$ cat src/irq_ctrl_pkg.sv
// Package for the interrupt control unit: register indexes, layouts,
// reset values and carrier types.
// Assumes a 32-bit APB with each byte register in the low bits of a word.
package irq_ctrl_pkg;

  localparam int ADDR_W = 18;
  localparam int NUM_SRC = 15;

  // Register indexes; byte address is four times the index
  localparam logic [15:0] IDX_PRIO_A = 16'hff20;
  localparam logic [15:0] IDX_PRIO_B = 16'hff21;
  localparam logic [15:0] IDX_EN_TB = 16'hff22;
  localparam logic [15:0] IDX_EN_PER = 16'hff23;
  localparam logic [15:0] IDX_FLAG_TB = 16'hff24;
  localparam logic [15:0] IDX_FLAG_PER = 16'hff25;

  // Field positions
  localparam int KEYGROUP8_PRIO_POS = 6;
  localparam int SERIAL_PRIO_POS = 4;
  localparam int STOPWATCH_PRIO_POS = 2;
  localparam int CLOCKTIMER_PRIO_POS = 0;
  localparam int PROGTIMER_PRIO_POS = 2;
  localparam int KEYGROUP2_PRIO_POS = 0;

  // Writable bits of priority B and the time-base bytes, and the reset value
  localparam logic [7:0] PRIO_B_MASK = 8'h0f;
  localparam logic [7:0] TB_MASK = 8'h7f;
  localparam logic [7:0] REG_RESET = 8'h00;

  // Levels and vectors
  localparam logic [2:0] LEVEL_NMI = 3'h4;
  localparam logic [1:0] MASK_AFTER_NMI = 2'h3;
  localparam logic [7:0] VEC_NMI = 8'h04;
  localparam logic [7:0] VEC_FIRST_SRC = 8'h06;

  typedef struct packed {
    logic [7:0] per;
    logic [6:0] tb;
  } src_events_t;

  typedef struct packed {
    logic valid;
    logic [2:0] level;
    logic [7:0] vector;
  } irq_req_t;

endpackage

$ cat src/interrupt_control_unit.sv
// Interrupt control unit: priority, enable and factor flag registers,
// request arbitration towards the CPU core.
// Assumes event pulses, mask bits, nmi and ack come from pclk logic.
`timescale 1ns/100ps

module interrupt_control_unit (
  input wire logic pclk,
  input wire logic presetn,
  input wire logic psel,
  input wire logic penable,
  input wire logic pwrite,
  input wire logic [irq_ctrl_pkg::ADDR_W-1:0] paddr,
  input wire logic [31:0] pwdata,
  output logic [31:0] prdata,
  output logic pready,
  output logic pslverr,
  input wire irq_ctrl_pkg::src_events_t src_ev,
  input wire logic nmi_event,
  input wire logic cpu_mask_bit_hi,
  input wire logic cpu_mask_bit_lo,
  input wire logic cpu_ack,
  output irq_ctrl_pkg::irq_req_t irq,
  output logic [1:0] ack_mask,
  output logic mask_load
);
  import irq_ctrl_pkg::*;

  logic [7:0] prio_a_r;
  logic [7:0] prio_b_r;
  logic [7:0] en_tb_r;
  logic [7:0] en_per_r;
  logic [7:0] flag_tb_r;
  logic [7:0] flag_per_r;
  logic nmi_pend_r;
  logic pready_r;
  logic pslverr_r;
  logic [31:0] prdata_r;
  irq_req_t irq_r;
  logic [1:0] ack_mask_r;
  logic mask_load_r;

  logic access;
  logic wr_fire;
  logic [15:0] idx;
  logic hit;
  logic [7:0] rd_byte;
  logic [NUM_SRC-1:0] flags_all;
  logic [NUM_SRC-1:0] en_all;
  logic [1:0] cpu_mask;
  irq_req_t irq_nxt;
  logic [1:0] best_lvl;
  logic [3:0] best_idx;
  logic [1:0] src_lvl [NUM_SRC];

  assign prdata = prdata_r;
  assign pready = pready_r;
  assign pslverr = pslverr_r;
  assign irq = irq_r;
  assign ack_mask = ack_mask_r;
  assign mask_load = mask_load_r;

  // Byte address to register index
  function automatic logic [15:0] addr_to_idx(input logic [ADDR_W-1:0] a);
    return a[ADDR_W-1:2];
  endfunction

  // Source 0 is programmable timer 1, source 14 the 1 Hz clock timer
  function automatic logic [1:0] level_of(input int s, input logic [7:0] pa,
                                          input logic [7:0] pb);
    logic [1:0] l;
    l = 2'h0;
    if (s < 2) begin
      l = pb[PROGTIMER_PRIO_POS +: 2];
    end else if (s == 2) begin
      l = pb[KEYGROUP2_PRIO_POS +: 2];
    end else if (s < 5) begin
      l = pa[KEYGROUP8_PRIO_POS +: 2];
    end else if (s < 8) begin
      l = pa[SERIAL_PRIO_POS +: 2];
    end else if (s < 11) begin
      l = pa[STOPWATCH_PRIO_POS +: 2];
    end else begin
      l = pa[CLOCKTIMER_PRIO_POS +: 2];
    end
    return l;
  endfunction

  assign idx = addr_to_idx(paddr);
  assign access = psel && penable;
  // Write lands only at the edge where pready is seen high
  assign wr_fire = access && pready_r && pwrite && hit;
  assign flags_all = {flag_per_r, flag_tb_r[6:0]};
  assign en_all = {en_per_r, en_tb_r[6:0]};
  assign cpu_mask = {cpu_mask_bit_hi, cpu_mask_bit_lo};

  always_comb begin
    hit = 1'b1;
    rd_byte = 8'h00;
    case (idx)
      IDX_PRIO_A: rd_byte = prio_a_r;
      IDX_PRIO_B: rd_byte = prio_b_r;
      IDX_EN_TB: rd_byte = en_tb_r;
      IDX_EN_PER: rd_byte = en_per_r;
      IDX_FLAG_TB: rd_byte = flag_tb_r;
      IDX_FLAG_PER: rd_byte = flag_per_r;
      default: hit = 1'b0;
    endcase
  end

  // One wait state: pready rises in the second access cycle
  always_ff @(posedge pclk or negedge presetn) begin
    if (!presetn) begin
      pready_r <= 1'b0;
      pslverr_r <= 1'b0;
      prdata_r <= 32'h0000_0000;
    end else begin
      pready_r <= access && !pready_r;
      pslverr_r <= access && !pready_r && !hit;
      if (access && !pready_r) begin
        prdata_r <= {24'h00_0000, rd_byte};
      end
    end
  end

  always_ff @(posedge pclk or negedge presetn) begin
    if (!presetn) begin
      prio_a_r <= REG_RESET;
      prio_b_r <= REG_RESET;
    end else if (wr_fire && idx == IDX_PRIO_A) begin
      prio_a_r <= pwdata[7:0];
    end else if (wr_fire && idx == IDX_PRIO_B) begin
      prio_b_r <= pwdata[7:0] & PRIO_B_MASK;
    end
  end

  always_ff @(posedge pclk or negedge presetn) begin
    if (!presetn) begin
      en_tb_r <= REG_RESET;
      en_per_r <= REG_RESET;
    end else if (wr_fire && idx == IDX_EN_TB) begin
      en_tb_r <= pwdata[7:0] & TB_MASK;
    end else if (wr_fire && idx == IDX_EN_PER) begin
      en_per_r <= pwdata[7:0];
    end
  end

  // flags: a set in the same cycle beats the clear
  always_ff @(posedge pclk or negedge presetn) begin
    if (!presetn) begin
      flag_tb_r <= REG_RESET;
      flag_per_r <= REG_RESET;
    end else begin
      flag_tb_r <= ((flag_tb_r & ~((wr_fire && idx == IDX_FLAG_TB) ? pwdata[7:0] : 8'h00))
                    | {1'b0, src_ev.tb}) & TB_MASK;
      flag_per_r <= (flag_per_r & ~((wr_fire && idx == IDX_FLAG_PER) ? pwdata[7:0] : 8'h00))
                    | src_ev.per;
    end
  end

  // Watchdog request held until the CPU takes it
  always_ff @(posedge pclk or negedge presetn) begin
    if (!presetn) begin
      nmi_pend_r <= 1'b0;
    end else if (nmi_event) begin
      nmi_pend_r <= 1'b1;
    end else if (cpu_ack && irq_r.valid && irq_r.level == LEVEL_NMI) begin
      nmi_pend_r <= 1'b0;
    end
  end

  // per-source level, zero unless flag and enable
  generate
    for (genvar g = 0; g < NUM_SRC; g++) begin : g_src
      assign src_lvl[g] = (flags_all[NUM_SRC-1-g] && en_all[NUM_SRC-1-g])
                          ? level_of(g, prio_a_r, prio_b_r) : 2'h0;
    end
  endgenerate

  // scan from lowest priority so the earlier source wins ties
  always_comb begin
    best_lvl = 2'h0;
    best_idx = 4'h0;
    for (int k = NUM_SRC - 1; k >= 0; k--) begin
      if (src_lvl[k] != 2'h0 && src_lvl[k] >= best_lvl) begin
        best_lvl = src_lvl[k];
        best_idx = 4'(k);
      end
    end
  end

  always_comb begin
    irq_nxt = '0;
    if (nmi_pend_r) begin
      irq_nxt.valid = 1'b1;
      irq_nxt.level = LEVEL_NMI;
      irq_nxt.vector = VEC_NMI;
    end else if (best_lvl > cpu_mask) begin
      irq_nxt.valid = 1'b1;
      irq_nxt.level = {1'b0, best_lvl};
      irq_nxt.vector = VEC_FIRST_SRC + {3'h0, best_idx, 1'b0};
    end
  end

  // request follows live flags, so it returns
  always_ff @(posedge pclk or negedge presetn) begin
    if (!presetn) begin
      irq_r <= '0;
    end else begin
      irq_r <= irq_nxt;
    end
  end

  // new mask value handed to the core on acceptance
  always_ff @(posedge pclk or negedge presetn) begin
    if (!presetn) begin
      ack_mask_r <= 2'h0;
      mask_load_r <= 1'b0;
    end else begin
      mask_load_r <= cpu_ack && irq_r.valid;
      if (cpu_ack && irq_r.valid) begin
        ack_mask_r <= (irq_r.level == LEVEL_NMI) ? MASK_AFTER_NMI : irq_r.level[1:0];
      end
    end
  end
endmodule // interrupt_control_unit

$ cat config.mk
export PLATFORM = sky130hd
export DESIGN_NAME = interrupt_control_unit
export DESIGN_NICKNAME = d
export VERILOG_FILES = /design/src/irq_ctrl_pkg.sv /design/src/interrupt_control_unit.sv
export SDC_FILE = /design/constraint.sdc
export NUM_CORES = 1
export LEC_CHECK = 0
export BUFFER_PORTS_ARGS = -buffer_cell sky130_fd_sc_hd__buf_2
export CAP_MARGIN = 20
export CORE_MARGIN = 3
export CORE_UTILIZATION = 54
export CTS_CLUSTER_DIAMETER = 100
export DETAILED_ROUTE_END_ITERATION = 16
export PLACE_DENSITY = 0.78
export SETUP_SLACK_MARGIN = 0.2
export SYNTH_ARGS = -nofsm -noshare
export SYNTH_HDL_FRONTEND = slang
export SYNTH_SLANG_ARGS = --single-unit
$ cat constraint.sdc
create_clock -name pclk -period 20.9 [get_ports pclk]
set_input_delay 4.18 -clock pclk [delete_from_list [all_inputs] [get_ports pclk]]
set_output_delay 4.18 -clock pclk [all_outputs]
set_load 0.02 [all_outputs]
# Word-level counts from Yosys, hierarchy flattened

Index checks and enable logic that the tools add are counted.

$add $sub $neg: 1
Multiply operators: 0
Div/mod/pow operators: 0
$lt $le $gt $ge: 16
Equality and inequality tests: 7
Shift operators: 0
Mux-type cells: 54
Bitwise operators: 8
Reductions and logical operators: 65

Operator list:

| operator                                            | number |
|---|---|
| == test 16 bit, second input constant               | 6 |
| two-way mux 2 bit                                   | 31 |
| two-way mux 4 bit                                   | 15 |
| one-hot mux 8 bit (6 select lines)                  | 1 |
| logical AND 1 bit                                   | 44 |
| nonzero test 2 bit                                  | 16 |
| >= comparator 2 bit                                 | 14 |
| two-way mux 12 bit                                  | 2 |
| bitwise AND 8 bit                                   | 1 |
| two-way mux 8 bit                                   | 1 |
| NOT 8 bit                                           | 1 |
| OR 8 bit                                            | 1 |
| bitwise AND 7 bit                                   | 1 |
| two-way mux 7 bit                                   | 1 |
| NOT 7 bit                                           | 1 |
| OR 7 bit                                            | 1 |
| adder 3 x 5 -> 6 bit, first input constant          | 1 |
| OR reduction 6 bit                                  | 1 |
| AND reduction 2 bit                                 | 2 |
| == test 3 bit, second input constant                | 1 |
| two-way mux 1 bit                                   | 3 |
| >= comparator 2 x 1 -> 1 bit, second input constant | 1 |
| greater-than comparator 2 bit                       | 1 |
| zero test 1 bit                                     | 2 |
| NOT 1 bit                                           | 2 |

Register bits after elaboration: 68
Latch bits: 0
Bits in writable memories: 0
ROM bits: 0
Input port bits: 74
Output and inout port bits: 49
Logic and storage cells: 166
Memories kept: 0

# Longest topological paths before layout

Word-level depth: 50
Depth in mapped cells: 91
Depth with buffers taken out: 90

# Worst setup path after synthesis

No wires, ideal clock.

Path kind: flip-flop to flip-flop
From: reg prio_a_r[0]
To: reg irq_r (netlist bit irq[5])
Data arrival time: 14356 ps
Data required time: 20814 ps
Setup slack: 6458 ps
Cell stages (with the launch flop): 87
Buffers on the path: 1
Clock period less this slack: 14442 ps
Cell sequence: dfrtp_1 -> inv_1 -> nor2_1 -> ha_1 -> nor3b_1 -> o31a_1 -> nor2_1 -> ha_1 -> or3b_2 -> o2111ai_1 -> a21oi_1 -> ha_1 -> or3b_2 -> o2111ai_1 -> a31oi_1 -> ha_1 -> nand2b_1 -> a21oi_1 -> (+51 left out) -> nor2b_1 -> o21bai_1 -> and2_1 -> o21ai_0 -> ha_1 -> inv_1 -> a21oi_1 -> nor2_1 -> nor2_1 -> o22ai_1 -> a21oi_1 -> ha_1 -> nand2_1 -> o21ai_0 -> nor2_1 -> nand2_1 -> or3_1 -> nor3_1

RTL lines:

| what                   | RTL line                      | source |
|---|---|---|
| from (decl)            | interrupt_control_unit.sv:28  | `logic [7:0] prio_a_r;` |
| from (signal assigned) | interrupt_control_unit.sv:130 | `prio_a_r <= pwdata[7:0];` |
| to (signal assigned)   | interrupt_control_unit.sv:209 | `irq_r <= irq_nxt;` |
| to (decl)              | interrupt_control_unit.sv:38  | `irq_req_t irq_r;` |

==> metrics.sh <==
STATUS='finished clean'
HTREE_NUM_LEVELS=3
HOLD_PATH_STARTPOINT='nmi_pend_r'
WORSTREGTOREGCELLS=85
NUMBER_OF_FLOPS_MAPPED_TO_ENABLE_CELLS_BY_YOSYS=0
CORE_REGION_AREA_UM2=8340
SYNTH_CELL_TYPE_COUNT=60
FINAL_AREA_UM2=5250
SORT_OF_ELEMENT_AT_THE_START_OF_THE_CRITICAL_PATH='flip-flop'
GRT_FIRST_PASS_WIRELENGTH_UM=19500
FLOW.AREA_GROWTH_FROM_SYNTHESIS_PCT=11.5
RSZ0062_AT_GRT='no'
CTS.SINK_COUNT=65
ANTENNA_VIOLATIONS_BEFORE_REPAIR=0
DIE_AREA_UM2=9880
VIA_PER_INST=5.83
CRITICAL_PATH.REG2REG.STARTPOINT='prio_a_r[0]'
FINAL_NET_COUNT=705
DOMINANT_COMBINATIONAL_CELL_FAMILY_BY_AREA_AFTER_SYNTHESIS='simple AND/OR/NAND/NOR gates'
SETUP.WORST_PATH.CLASS='reg -> reg'
SYNTHXORXNORAREAFRAC_PCT=0
POWER_DENSITY_nW_PER_UM2=49.5
FINAL_MAX_SLEW_VIOL_COUNT=0
SYNTH_TOP_CELLS_BY_AREA='sky130_fd_sc_hd__dfrtp_1 (35%), sky130_fd_sc_hd__ha_1 (12%), sky130_fd_sc_hd__mux2_2 (6.7%)'
SYNTH_FA_HA_AREA_SHARE_PCT=11.7
MEAN_AREA_PER_SYNTHESIZED_CELL_UM2=9.09
WORST-PATH-MAX-FANOUT=7
YOSYSTOPAREACELL='sky130_fd_sc_hd__dfrtp_1'
ANTENNA_VIOLATING_NETS_POST_ROUTE=0
FILLER_CELL_COUNT=710
LAYOUT_COMMONEST_CELL='sky130_fd_sc_hd__buf_2'
NUM_VIAS=4063
CRITPATHSLOWESTCELL='sky130_fd_sc_hd__a221oi_1'
PLACE_HPWL_UM=9070
COMBINED_GLOBAL_ROUTE_UTILIZATION_OF_ALL_METAL_LAYERS_PCT=24.7
SYNTH-ASYNC-RESET-RATIO_PCT=100
STD_CELL_ROWS=33
WORST_CLOCK_SKEW_NS=0.00533
SYNTH_COMPOUND_AREA_SHARE_PCT=15.7
DIODE_INSERTION_COUNT_FOR_ANTENNA_REPAIR=0
TIMING.MAX_CAP.VIOLATIONS=0
TIMING.HOLD.WORST_PATH_DEPTH=0
MASTER_CELL_OF_THE_CLOCK_ROOT_BUFFER='sky130_fd_sc_hd__clkbuf_8'
TIMING.RR.END='irq[4]'
WORST_HOLD_CHECK_PATH_TYPE='reg -> reg'
POST_CTS_SETUP_BUFFERS=0
WORSTMARGINPINSLEW_NS=0.799
IO_PINS=123
SYNTH-MAIN-FF-CELL='sky130_fd_sc_hd__dfrtp_1'
CTS_INSERTED_BUFFERS=9
SYN-INSTANCE-COUNT=518
POST-ROUTE-PERIOD-UTIL_PCT=80.5
GRT_OVERFLOW_TOTAL=0
SYNTH-SEQ-CELLS=65
WORST-ENDPOINT-REQUIRED_NS=21.16
CTS.REPORTEDPATHS.CLKPINSLEW_NS=0.07
FINALWIRELENGTH_UM=11700
SEQ_AREA_FRAC_SYNTH_PCT=34.5
CRITICAL-PATH-TOP-CELL-BY-COUNT='sky130_fd_sc_hd__ha_1'
CTS_TREE='yes'
YOSYSWARNINGS=0
MAX_SLEW_MARGIN_PCT=46.7
VIA_COUNT_OF_THE_FIRST_GLOBAL_ROUTING_PASS=4028
SYNTHMUXAREASHARE_PCT=9.06
TIMING.SETUP.TNS_NS=0
IR_WORST_VDD_V=0.0000483
WORST_PATH_LARGEST_CELL_DELAY_NS=0.48
SETUP_VIOLATIONS=0
CRIT_PATH_END_KIND='flip-flop'
PORT_BUFFERS=69
CHIPWIDTH_UM=99.4
LEAKAGEPOWER_nW=2.56
WL_PER_CELL_UM=16.7
CTS.HOLD.BUFFERS_ADDED=0
FIRSTDRTPASSITERS=5
NETLIST.AREA_LEADER.SHARE_PCT=34.5
CRIT_ARRIVAL_NS=17.08
PERIOD_NEEDED_NS=16.82
FF2FF_SETUP_SLACK_NS=4.08
DRC=0
FP.DIEH_UM=99.4
CTS-ROOT-TO-SINK-BUFFERS=2
CTS_REPAIR_RESIZE_COUNT=0
INITIAL_CORE_UTIL_PCT=56.5
FINAL_LAYOUT_SIZE_SUFFIX_GT1_SHARE_PCT=22.3
DR.FIRST_ITER.DRC_COUNT=271
GRT_MAX_DEGREE=66
POST_SYNTHESIS_SIMPLE_GATE_AREA_FRACTION_PCT=20.5
SYNTH_AREA_UM2=4710
CLOCK_INSERTION_DELAY_WORST_SKEW_NS=0.34
LAYOUT.CELLS.MOST_COMMON_LIST='sky130_fd_sc_hd__buf_2 (69), sky130_fd_sc_hd__dfrtp_1 (65), sky130_fd_sc_hd__nand2_1 (50), sky130_fd_sc_hd__ha_1 (44), sky130_fd_sc_hd__inv_1 (40)'
FINALWEIGHTEDCONGESTION=0.931
POST_DETAILED_PLACEMENT_CELL_AREA_UM2=5050
WORST_HOLD_END='irq[10]'
FMAXACHIEVABLE_GHz=0.0594
FINALHOLDVIOLCOUNT=0
==> sequential cells by signal (all words and copies together), names as in the netlist <==
signal / flops
ack_mask: 2
en_per_r: 8
flag_per_r: 8
prdata: 8
pslverr: 1
en_tb_r: 7
flag_tb_r: 7
nmi_pend_r: 1
pready: 1
prio_b_r: 4
mask_load: 1
irq: 9
prio_a_r: 8
==> power by group <==
part / internal [mW] / switching (mW) / total [mW]
sequential: 0.128 / 0.00107 / 0.129
clock: 0.0584 / 0.0498 / 0.108
combinational: 0.00715 / 0.0161 / 0.0232
total: 0.193 / 0.0670 / 0.260
==> cell usage after synthesis (all sizes together) (6+ instances only) <==
| library cell | n |
|---|---|
| dfrtp | 65 |
| nand2 | 51 |
| ha | 44 |
| inv | 40 |
| nor2 | 33 |
| nand3 | 32 |
| buf | 31 |
| mux2 | 29 |
| a21oi | 26 |
| o21ai | 21 |
| a21o | 19 |
| nand2b | 12 |
| mux2i | 10 |
| nor3 | 10 |
| o22ai | 8 |
| and2 | 7 |
| clkbuf | 7 |
| nor2b | 7 |
| nor3b | 6 |
==> layer usage <==
layer / wire, um / share of wire, % / vias to the layer above / global-route usage (%)
met2: 5970 / 51 / 158 / 44.3
met3: 774 / 6.6 / 23 / 5.40
met1: 4680 / 40 / 1961 / 30.2
li1: - / - / 1921 / -
met4: 236 / 2.0 / 0 / 5.78
met5: 0 / 0 / - / 0
==> kinds of logic after synthesis <==
group           after synthesis
flops                        65
other cells                   1
compound gates              112
fa+ha+maj                    44
buf+inv                      78
mux                          39
simple gates                179
==> stage by stage <==
step	worst slack [ns]	total power, mW	utilization (%)	instances	hold slack, ns
3_5_place_dp	4.30	0.154	60.5	681	0.463
6_report	4.08	0.260	63.0	697	0.464
5_1_grt	2.44	0.271	63.0	697	0.498
4_1_cts	4.21	0.262	63.0	697	0.476
2_1_floorplan	6.46	0.147	-	544	0.395
3_3_place_gp	4.91	0.154	60.5	681	0.439
==> critical path: cells and delay by family (launching register included) <==
family | cells | cell delay [ns]
AND/OR/NAND/NOR | 34 | 5.14
AO/OA/AOI/OAI | 32 | 6.72
flip-flops | 1 | 0.46
buffers and inverters | 4 | 0.38
adder cells (fa/ha/maj) | 15 | 4.01
==> area by class of cell <==
class / count / area (um2) / area share (%)
repair buffers: 70 / 353 / 6.72
flip-flops and latches: 65 / 1630 / 31.0
well taps: 105 / 131 / 2.50
inverters: 40 / 150 / 2.86
clock inverters: 6 / 67.6 / 1.29
multi-input cells: 401 / 2790 / 53.0
clock buffers: 10 / 138 / 2.62
==> worst max path at each step <==
| stage | cells past startpoint | endpoint | slack (ns) | start |
|---|---|---|---|---|
| floorplan | 86 | irq[5] | 6.46 | prio_a_r[0] |
| global placement | 85 | irq[5] | 4.91 | prio_a_r[0] |
| detailed placement | 85 | irq[4] | 4.30 | prio_a_r[0] |
| CTS | 85 | irq[4] | 4.21 | prio_a_r[0] |
| global route | 85 | irq[5] | 2.44 | prio_a_r[0] |
| finish | 85 | irq[4] | 4.08 | prio_a_r[0] |
Power figures use the tool's default switching activity.
